==> src/hcr_pkg.sv <==
// hub class request handler: constants, field layouts and carrier types
package hcr_pkg;
	localparam int NPORTS = 4;
	localparam logic [7:0] REQ_GET_STATUS = 8'h00;
	localparam logic [7:0] REQ_CLEAR_FEATURE = 8'h01;
	localparam logic [7:0] REQ_GET_DESC = 8'h06;
	localparam logic [7:0] REQ_CLEAR_TT_BUF = 8'h08;
	localparam logic [7:0] TYPE_PORT_OUT = 8'h23;
	localparam logic [7:0] TYPE_HUB_IN = 8'hA0;
	localparam logic [15:0] SEL_CONNECTION = 16'h0000;
	localparam logic [15:0] SEL_ENABLE = 16'h0001;
	localparam logic [15:0] SEL_SUSPEND = 16'h0002;
	localparam logic [15:0] SEL_OVER_CURRENT = 16'h0003;
	localparam logic [15:0] SEL_RESET = 16'h0004;
	localparam logic [15:0] SEL_POWER = 16'h0008;
	localparam logic [15:0] SEL_LOW_SPEED = 16'h0009;
	localparam logic [15:0] SEL_C_CONNECTION = 16'h0010;
	localparam logic [15:0] SEL_C_ENABLE = 16'h0011;
	localparam logic [15:0] SEL_C_SUSPEND = 16'h0012;
	localparam logic [15:0] SEL_C_OVER_CURRENT = 16'h0013;
	localparam logic [15:0] SEL_C_RESET = 16'h0014;
	localparam logic [15:0] SEL_TEST = 16'h0015;
	localparam logic [15:0] SEL_INDICATOR = 16'h0016;
	// buffer clear value layout
	localparam int TT_EP_LSB = 0;
	localparam int TT_EP_MSB = 3;
	localparam int TT_ADDR_LSB = 4;
	localparam int TT_ADDR_MSB = 10;
	localparam int TT_TYPE_LSB = 11;
	localparam int TT_TYPE_MSB = 12;
	localparam int TT_DIR_BIT = 15;
	localparam logic TT_PER_PORT = 1'b1;
	localparam logic [15:0] TT_SINGLE_INDEX = 16'h0001;
	// hub status word layout
	localparam int LOCAL_PWR_BIT = 0;
	localparam int HUB_OC_BIT = 1;
	localparam logic [15:0] STATUS_RESET = 16'h0000;
	localparam logic [15:0] ZERO16 = 16'h0000;
	localparam logic [15:0] STATUS_LEN = 16'h0004;
	// hub descriptor held as a constant table
	localparam int DESC_LEN = 9;
	localparam logic [7:0] DESC_LEN_B = 8'(DESC_LEN);
	localparam logic [15:0] DESC_LEN_W = 16'(DESC_LEN);
	localparam logic [7:0] DESC_TYPE = 8'h29;
	localparam logic [7:0] DESC_INDEX = 8'h00;
	localparam logic [DESC_LEN-1:0][7:0] DESC_ROM = {
		8'hFF, 8'h00, 8'h64, 8'h32, 8'h00, 8'h09,
		8'(NPORTS), DESC_TYPE, DESC_LEN_B};

	typedef struct packed {
		logic [7:0] req_type;
		logic [7:0] request;
		logic [15:0] value;
		logic [15:0] index;
		logic [15:0] length;
	} hcr_setup_s;

	typedef struct packed {
		logic conn;
		logic enable;
		logic suspend;
		logic over_current;
		logic reset;
	} hcr_chg_s;

	typedef struct packed {
		logic [7:0] port;
		logic dir_in;
		logic [1:0] ep_type;
		logic [6:0] dev_addr;
		logic [3:0] ep_num;
	} hcr_tt_s;
endpackage

==> src/hcr_handler.sv <==
// hub class request decode and execution over the default control pipe
`timescale 1ns/10ps
module hcr_handler (
	// clock and bus reset
	input wire logic i_sys_clk,
	input wire logic i_rstn,
	// setup stage
	input wire logic i_setup_valid,
	input wire hcr_pkg::hcr_setup_s i_setup,
	// completion
	output logic o_done,
	output logic o_stall,
	output logic o_pass,
	// in data stage
	output logic o_tx_valid,
	output logic [7:0] o_tx_data,
	output logic o_tx_last,
	input wire logic i_tx_ready,
	// port state
	input wire logic [hcr_pkg::NPORTS-1:0] i_port_suspended,
	input wire logic [hcr_pkg::NPORTS-1:0] i_port_powered,
	input wire hcr_pkg::hcr_chg_s [hcr_pkg::NPORTS-1:0] i_port_event,
	output hcr_pkg::hcr_chg_s [hcr_pkg::NPORTS-1:0] o_port_change,
	// port actions
	output logic [hcr_pkg::NPORTS-1:0] o_port_disable,
	output logic [hcr_pkg::NPORTS-1:0] o_port_resume,
	output logic [hcr_pkg::NPORTS-1:0] o_port_power_off,
	output logic [hcr_pkg::NPORTS-1:0] o_port_ind_off,
	output logic [7:0] o_ind_selector,
	// translator buffer clear
	output logic o_tt_clear,
	output hcr_pkg::hcr_tt_s o_tt_buf,
	// hub status pins and change word
	input wire logic i_local_power_lost,
	input wire logic i_hub_oc,
	input wire logic i_oc_hub_mode,
	input wire logic [15:0] i_hub_change,
	output logic [15:0] o_hub_status_word
);
	import hcr_pkg::*;

	typedef enum logic [1:0] {ST_IDLE, ST_EXEC, ST_LOAD, ST_SEND} hcr_state_e;

	hcr_state_e state_q;
	hcr_setup_s setup_q;
	logic [7:0] port_num;
	logic [NPORTS-1:0] port_hot;
	logic port_ok, tt_port_ok, sel_def;
	logic is_pfc, is_ttc, is_gd, is_gs, claimed;
	logic pfc_err, ttc_err, gd_err, gs_err, req_err;
	logic in_exec, pfc_go, ttc_go, send_go;
	logic [7:0] gd_len;
	logic [2:0] pins_s;
	logic lp_s, oc_s, mode_s;
	logic [15:0] status_d, status_q;
	logic [NPORTS-1:0] disable_q, resume_q, power_off_q, ind_off_q;
	logic [7:0] ind_sel_q;
	logic tt_clear_q;
	hcr_tt_s tt_buf_q;
	logic done_q, stall_q, pass_q;
	logic [31:0] payload_q;
	logic src_desc_q;
	logic [7:0] send_len_q, idx_q, nxt_idx;
	logic tx_valid_q, tx_last_q;
	logic [7:0] tx_data_q;
	logic tx_hs;
	hcr_chg_s [NPORTS-1:0] change_q;

	function automatic logic [7:0] byte_at(input logic [7:0] i,
		input logic d, input logic [31:0] pl);
		logic [7:0] b;
		b = 8'h00;
		if (d) begin
			if (i < DESC_LEN_B) begin
				b = DESC_ROM[i[3:0]];
			end
		end else begin
			b = pl[{i[1:0], 3'b000} +: 8];
		end
		return b;
	endfunction

	// hub pins arrive from outside the clock domain
	hcr_sync #(.W(3)) u_pin_sync (
		.i_sys_clk(i_sys_clk),
		.i_rstn(i_rstn),
		.i_async({i_oc_hub_mode, i_hub_oc, i_local_power_lost}),
		.o_sync(pins_s)
	);
	assign lp_s = pins_s[0];
	assign oc_s = pins_s[1];
	assign mode_s = pins_s[2];

	always_comb begin
		status_d = STATUS_RESET;
		status_d[LOCAL_PWR_BIT] = lp_s;
		status_d[HUB_OC_BIT] = oc_s & mode_s;
	end

	// reserved bits stay at their zero reset value
	always_ff @(posedge i_sys_clk or negedge i_rstn) begin
		if (!i_rstn) begin
			status_q <= STATUS_RESET;
		end else begin
			status_q <= status_d;
		end
	end

	// a setup arriving while busy is dropped; the pipe sends one at a time
	always_ff @(posedge i_sys_clk or negedge i_rstn) begin
		if (!i_rstn) begin
			setup_q <= '0;
		end else if (state_q == ST_IDLE && i_setup_valid) begin
			setup_q <= i_setup;
		end
	end

	// port number in the low index byte
	assign port_num = setup_q.index[7:0];
	assign port_ok = (port_num != 8'h00) && (port_num <= 8'(NPORTS));

	// port feature clear recognised by type and code
	assign is_pfc = setup_q.req_type == TYPE_PORT_OUT &&
		setup_q.request == REQ_CLEAR_FEATURE;
	assign is_ttc = setup_q.req_type == TYPE_PORT_OUT &&
		setup_q.request == REQ_CLEAR_TT_BUF;
	assign is_gd = setup_q.req_type == TYPE_HUB_IN &&
		setup_q.request == REQ_GET_DESC;
	assign is_gs = setup_q.req_type == TYPE_HUB_IN &&
		setup_q.request == REQ_GET_STATUS;
	assign claimed = is_pfc | is_ttc | is_gd | is_gs;

	// every defined port selector is known
	always_comb begin
		case (setup_q.value)
			SEL_CONNECTION, SEL_ENABLE, SEL_SUSPEND, SEL_OVER_CURRENT,
			SEL_RESET, SEL_POWER, SEL_LOW_SPEED, SEL_C_CONNECTION,
			SEL_C_ENABLE, SEL_C_SUSPEND, SEL_C_OVER_CURRENT, SEL_C_RESET,
			SEL_TEST, SEL_INDICATOR: sel_def = 1'b1;
			default: sel_def = 1'b0;
		endcase
	end

	assign pfc_err = !sel_def || !port_ok || setup_q.length != ZERO16;
	// single translator is addressed as one
	assign tt_port_ok = TT_PER_PORT ? port_ok :
		(setup_q.index == TT_SINGLE_INDEX);
	assign ttc_err = !tt_port_ok || setup_q.length != ZERO16;
	// only the hub descriptor at index zero
	assign gd_err = setup_q.value != {DESC_TYPE, DESC_INDEX} ||
		setup_q.index != ZERO16;
	assign gs_err = setup_q.value != ZERO16 || setup_q.index != ZERO16 ||
		setup_q.length != STATUS_LEN;
	assign req_err = (is_pfc & pfc_err) | (is_ttc & ttc_err) |
		(is_gd & gd_err) | (is_gs & gs_err);

	assign gd_len = (setup_q.length > DESC_LEN_W) ? DESC_LEN_B :
		setup_q.length[7:0];

	assign in_exec = state_q == ST_EXEC;
	assign pfc_go = in_exec && is_pfc && !pfc_err;
	assign ttc_go = in_exec && is_ttc && !ttc_err;
	assign send_go = in_exec && ((is_gd && !gd_err && gd_len != 8'h00) ||
		(is_gs && !gs_err));
	assign tx_hs = tx_valid_q && i_tx_ready;

	always_ff @(posedge i_sys_clk or negedge i_rstn) begin
		if (!i_rstn) begin
			state_q <= ST_IDLE;
		end else begin
			case (state_q)
				ST_IDLE: begin
					if (i_setup_valid) begin
						state_q <= ST_EXEC;
					end
				end
				ST_EXEC: state_q <= send_go ? ST_LOAD : ST_IDLE;
				ST_LOAD: state_q <= ST_SEND;
				ST_SEND: begin
					if (tx_hs && tx_last_q) begin
						state_q <= ST_IDLE;
					end
				end
				default: state_q <= ST_IDLE;
			endcase
		end
	end

	// an errored request stalls and no action fires
	always_ff @(posedge i_sys_clk or negedge i_rstn) begin
		if (!i_rstn) begin
			done_q <= 1'b0;
			stall_q <= 1'b0;
			pass_q <= 1'b0;
		end else begin
			done_q <= (in_exec && claimed && !req_err && !send_go) ||
				(state_q == ST_SEND && tx_hs && tx_last_q);
			stall_q <= in_exec && req_err;
			pass_q <= in_exec && !claimed;
		end
	end

	// each port action is a one-cycle command to the port logic
	always_ff @(posedge i_sys_clk or negedge i_rstn) begin
		if (!i_rstn) begin
			disable_q <= '0;
			resume_q <= '0;
			power_off_q <= '0;
			ind_off_q <= '0;
			ind_sel_q <= 8'h00;
		end else begin
			disable_q <= (pfc_go && setup_q.value == SEL_ENABLE) ?
				(port_hot & i_port_powered) : '0;
			resume_q <= (pfc_go && setup_q.value == SEL_SUSPEND) ?
				(port_hot & i_port_suspended) : '0;
			// ganging is resolved by the power switch logic
			power_off_q <= (pfc_go && setup_q.value == SEL_POWER) ?
				port_hot : '0;
			// selector from the high index byte
			ind_off_q <= (pfc_go && setup_q.value == SEL_INDICATOR) ?
				port_hot : '0;
			if (pfc_go && setup_q.value == SEL_INDICATOR) begin
				ind_sel_q <= setup_q.index[15:8];
			end
		end
	end

	// buffer clear handed to the translator
	always_ff @(posedge i_sys_clk or negedge i_rstn) begin
		if (!i_rstn) begin
			tt_clear_q <= 1'b0;
			tt_buf_q <= '0;
		end else begin
			tt_clear_q <= ttc_go;
			if (ttc_go) begin
				// value field split into endpoint fields
				tt_buf_q.port <= port_num;
				tt_buf_q.dir_in <= setup_q.value[TT_DIR_BIT];
				tt_buf_q.ep_type <= setup_q.value[TT_TYPE_MSB:TT_TYPE_LSB];
				tt_buf_q.dev_addr <= setup_q.value[TT_ADDR_MSB:TT_ADDR_LSB];
				tt_buf_q.ep_num <= setup_q.value[TT_EP_MSB:TT_EP_LSB];
			end
		end
	end

	for (genvar p = 0; p < NPORTS; p++) begin : g_port
		hcr_chg_s clr;
		assign port_hot[p] = port_num == 8'(p + 1);
		// the five change flags that may be cleared
		always_comb begin
			clr = '0;
			if (pfc_go && port_hot[p]) begin
				clr.conn = setup_q.value == SEL_C_CONNECTION;
				clr.enable = setup_q.value == SEL_C_ENABLE;
				clr.suspend = setup_q.value == SEL_C_SUSPEND;
				clr.over_current = setup_q.value == SEL_C_OVER_CURRENT;
				clr.reset = setup_q.value == SEL_C_RESET;
			end
		end
		// new event wins over a clear in the same cycle
		always_ff @(posedge i_sys_clk or negedge i_rstn) begin
			if (!i_rstn) begin
				change_q[p] <= '0;
			end else begin
				change_q[p] <= hcr_chg_s'((change_q[p] & ~clr) |
					i_port_event[p]);
			end
		end
	end

	// snapshot status and change in one cycle so the words agree; status goes first
	always_ff @(posedge i_sys_clk or negedge i_rstn) begin
		if (!i_rstn) begin
			payload_q <= '0;
			src_desc_q <= 1'b0;
			send_len_q <= 8'h00;
		end else if (send_go) begin
			payload_q <= {i_hub_change, status_q};
			src_desc_q <= is_gd;
			send_len_q <= is_gd ? gd_len : STATUS_LEN[7:0];
		end
	end

	assign nxt_idx = idx_q + 8'h01;

	always_ff @(posedge i_sys_clk or negedge i_rstn) begin
		if (!i_rstn) begin
			tx_valid_q <= 1'b0;
			tx_last_q <= 1'b0;
			tx_data_q <= 8'h00;
			idx_q <= 8'h00;
		end else if (state_q == ST_LOAD) begin
			tx_valid_q <= 1'b1;
			tx_data_q <= byte_at(8'h00, src_desc_q, payload_q);
			tx_last_q <= send_len_q == 8'h01;
			idx_q <= 8'h00;
		end else if (state_q == ST_SEND && tx_hs) begin
			if (tx_last_q) begin
				tx_valid_q <= 1'b0;
				tx_last_q <= 1'b0;
			end else begin
				tx_data_q <= byte_at(nxt_idx, src_desc_q, payload_q);
				tx_last_q <= nxt_idx + 8'h01 == send_len_q;
				idx_q <= nxt_idx;
			end
		end
	end

	assign o_done = done_q;
	assign o_stall = stall_q;
	assign o_pass = pass_q;
	assign o_tx_valid = tx_valid_q;
	assign o_tx_data = tx_data_q;
	assign o_tx_last = tx_last_q;
	assign o_port_change = change_q;
	assign o_port_disable = disable_q;
	assign o_port_resume = resume_q;
	assign o_port_power_off = power_off_q;
	assign o_port_ind_off = ind_off_q;
	assign o_ind_selector = ind_sel_q;
	assign o_tt_clear = tt_clear_q;
	assign o_tt_buf = tt_buf_q;
	assign o_hub_status_word = status_q;
endmodule

==> src/hcr_sync.sv <==
// two-stage synchroniser for asynchronous hub pins
`timescale 1ns/10ps
module hcr_sync #(
	parameter int W = 1
) (
	// clock and reset
	input wire logic i_sys_clk,
	input wire logic i_rstn,
	// levels
	input wire logic [W-1:0] i_async,
	output logic [W-1:0] o_sync
);
	logic [W-1:0] meta_q;
	logic [W-1:0] sync_q;

	// first stage feeds only the second
	always_ff @(posedge i_sys_clk or negedge i_rstn) begin
		if (!i_rstn) begin
			meta_q <= '0;
			sync_q <= '0;
		end else begin
			meta_q <= i_async;
			sync_q <= meta_q;
		end
	end

	assign o_sync = sync_q;
endmodule

==> config.mk <==
export PLATFORM = sky130hd
export DESIGN_NAME = hcr_handler
export DESIGN_NICKNAME = d
export VERILOG_FILES = /design/src/hcr_pkg.sv /design/src/hcr_handler.sv /design/src/hcr_sync.sv
export SDC_FILE = /design/constraint.sdc
export NUM_CORES = 1
export LEC_CHECK = 0
export ABC_AREA = 1
export BUFFER_PORTS_ARGS = -buffer_cell sky130_fd_sc_hd__clkbuf_2
export CORE_ASPECT_RATIO = 1.1
export CORE_MARGIN = 1.5
export CORE_UTILIZATION = 31
export DETAILED_ROUTE_END_ITERATION = 6
export PLACE_DENSITY = 0.54
export RECOVER_POWER = 100
export SLEW_MARGIN = 20
export SYNTH_ARGS = -nofsm -noshare
export SYNTH_HDL_FRONTEND = slang
export SYNTH_SLANG_ARGS = --single-unit
==> constraint.sdc <==
create_clock -name i_sys_clk -period 1.9 [get_ports i_sys_clk]
set_input_delay 0.38 -clock i_sys_clk [delete_from_list [all_inputs] [get_ports i_sys_clk]]
set_output_delay 0.38 -clock i_sys_clk [all_outputs]
set_load 0.005 [all_outputs]
==> flow_summary.yaml <==
outcome:
  status: "complete, but fails checks"
  failed_checks: "setup timing"
placement:
  placed_cells: 1611
  portBuffers: 196
  place_ws_ns: -0.195
  place_hpwl_um: 17900
  gp_congestion: 0.831
setup_path:
  crit_arrival_ns: 2.27
  r2r_setup_slack_ns: -0.05
  r2r_cells: 11
  path_class: "reg2reg"
  crit_family: "simple AND/OR/NAND/NOR gates"
  r2r_start: "port_num[7]"
  worst-path-max-fanout: 8
  cpMostUsedCell: "nand2_4"
  critPathMaxStageDelay_ns: 0.39
  worst_setup_path_end_kind: "register"
  r2r_end: "o_ind_selector[2]"
  crit_chain: "inv_2 > nand2_4 > nor3_4 > nand2_2 > nand2_4 > nand3_4 > nor2_4 > nand2_4 > buf_8 > o21ai_2 > nand2_1"
  cp_slowest_cell: "dfrtp_1"
  path_buf_inv: 2
  critPathLaunchType: "register"
  critPathRequiredTime_ns: 2.22
layout:
  mostFrequentLayoutCells: "219 x nand2_1, 188 x dfrtp_1, 135 x clkbuf_2"
  fillers: 2800
  drive_gt1_share_pct: 31.0
  fin_cells: 1662
  nets: 1411
  final_common_cell: "nand2_1"
  regArea_um2: 4730
  syn_to_final_growth_pct: 35.5
  insertedDiodeCount: 0
  multi_input_area_um2: 3720
cts:
  cts_tree: "done"
  cts-buffers-inserted: 17
  cts_root_buf: "clkbuf_16"
  path_clk_slew_ns: 0.07
  htreeDepth: 4
  cts.sinks: 189
  insertion_delay_ns: 0.44
  cts_buffer_depth: 2
sta:
  fin_crit_ns: 1.95
  setup_viol: 22
  hold-worst-slack_ns: 0.0623
  fin_crit_sh_pct: 102
  tightest_slew_ns: 1.08
  report.final.slew_viol_count: 0
  fmax_mhz: 514
  rsz0062_at_grt: "true"
  relSlewSlack_pct: 28.0
  setup_ws_ns: -0.0453
  fin_skew_ns: 0.0153
  hold_violations: 0
floorplan:
  rows: 63
  start_util_pct: 31.7
  io_pins: 211
  coreArea_um2: 27200
  die_h_um: 178
  die-area_um2: 28800
  die_w_um: 162
detailed_routing:
  ant_nets: 0
  dr.pass1.iters: 4
  wl_um: 23700
  highest_layer: "met4"
  wl_met2_um: 11800
  routedLengthMet1_um: 10400
  drt-wirelength-per-cell_um: 14.3
  vias_per_cell: 4.54
  num_vias: 7548
  drc: 0
  drt_iter0_markers: 372
  dr_wl_met3_um: 1250
hold_path:
  holdPathStages: 1
  min_path_type: "in2reg"
  min_to: "u_pin_sync.meta_q[2]"
  hold_path.startpoint: "i_oc_hub_mode"
synth:
  synth-edff-count: 0
  syn_area_um2: 8630
  yosysWarnings: 0
  syn_avg_cell_area_um2: 8.61
  synthArstFlopShare_pct: 100
  synthDistinctLibCells: 38
  yosysSeqAreaShare_pct: 54.8
  synth_cells: 1002
  yosys_most_used_dff: "dfrtp_1"
  synth_seq_cells: 189
power_and_ir_drop:
  powerDensity_nw_per_um2: 1040
  ir_drop_mv: 0.530
  leakage_uw: 0.00558
global_routing:
  first_global_vias: 7508
  grt_max_degree: 54
  grt-ovfl-total: 0
  antenna_found_initial: 0
  grtUsageTotal_pct: 16.5
  grt_pass1_wl_um: 37400
flow_run:
  maxCapViolations: 0
## power by group
group          internal, µW  switching [µW]  total [µW]
clock network          1790            1640        3430
registers              4820             539        5360
logic                  1440            1970        3410
## cell families after synthesis
logic type	count (synthesis)	synth area share [%]
AO/OA/AOI/OAI	113	7.11
XOR/XNOR	1	0.102
adder cells (fa/ha/maj)	4	0.580
buffers and inverters	141	6.95
flip-flops	189	54.8
multiplexers	29	3.79
other	1	0.0435
AND/OR/NAND/NOR	524	26.6
## area by class of cell
class	instances	area share, %
clock buffers	21	3.94
clock inverters	11	0.803
inverters	100	3.39
multi-input cells	685	31.8
flip-flops and latches	189	40.5
well taps	357	3.82
repair buffers	298	15.7
repair inverters	1	0.0535
## Yosys cell counts (4+ instances only)
cell	count	area share, %
nand2_1	234	10
dfrtp_1	189	55
nor2_1	144	6.3
inv_1	83	3.6
nand3_1	77	4.5
o21ai_0	44	2.6
a21oi_1	38	2.2
mux2_2	29	3.8
nand4_1	23	1.7
clkbuf_1	18	0.78
buf_4	14	1.2
inv_2	14	0.61
nor3_1	14	0.81
a21o_1	12	1.0
buf_2	8	0.46
o21ai_1	8	0.46
nor2_2	7	0.51
o22ai_1	7	0.51
nand2_2	6	0.44
ha_1	4	0.58
## worst max-delay path by stage
stage                           start                 to  slack [ns]  cells past startpoint
after CTS                  setup_q[8]  o_port_change[15]       -0.05                     12
after global placement    setup_q[15]  o_port_change[15]       -0.17                     12
after detailed placement  setup_q[15]  o_port_change[15]       -0.19                     12
final                     port_num[7]  o_ind_selector[2]       -0.05                     11
after global routing      port_num[7]  o_ind_selector[6]       -0.17                     11
after floorplan              idx_q[0]          o_tx_last        0.01                     16
## state kept, by name, indices dropped and copies added, names as in the netlist, named ones only
register,flops
o_hub_status_word,2
src_desc_q,1
o_tx_valid,1
o_tx_last,1
o_tx_data,8
u_pin_sync.meta_q,3
o_port_disable,4
o_ind_selector,8
o_tt_buf,22
port_num,8
o_port_change,20
send_len_q,8
o_done,1
o_port_power_off,4
o_port_resume,4
setup_q,56
o_stall,1
o_port_ind_off,4
u_pin_sync.o_sync,3
payload_q,18
state_q,1
idx_q,8
o_tt_clear,1
o_pass,1
## worst reg2reg max path, cell delays in order (launching register included)
cell	delay, ns
dfrtp_1	0.39
inv_2	0.08
nand2_4	0.05
nor3_4	0.30
nand2_2	0.13
nand2_4	0.11
nand3_4	0.09
nor2_4	0.18
nand2_4	0.14
buf_8	0.18
o21ai_2	0.12
nand2_1	0.06
## metal layers
metal	up-vias	GRT usage [%]
met5	-	0
met3	20	5.12
met4	0	3.94
li1	3791	-
met1	3599	20.1
met2	138	28.4
## what timing repair did
| item | 4_1_cts | 5_1_grt |
|---|---|---|
| gates cloned | 0 | 5 |
| hold endpoints to repair | 33 | 0 |
| setup endpoints to repair | 88 | 105 |
| buffers inserted | 3 | 11 |
| hold buffers | 1 | 0 |
| pin swaps | 23 | 32 |
| resized for setup | 31 | 94 |
## per-stage QoR
step	power [µW]	cell area, µm²	TNS (ns)	utilization, %
after floorplan	7400	8700	0	-
after global placement	8710	10700	-7.23	39.2
after detailed placement	8770	10700	-7.51	39.2
after CTS	12300	11300	-0.747	41.7
after global routing	13000	11700	-9.70	43.0
final	12200	11700	-0.361	43.0
(Power assumes the default switching activity.)
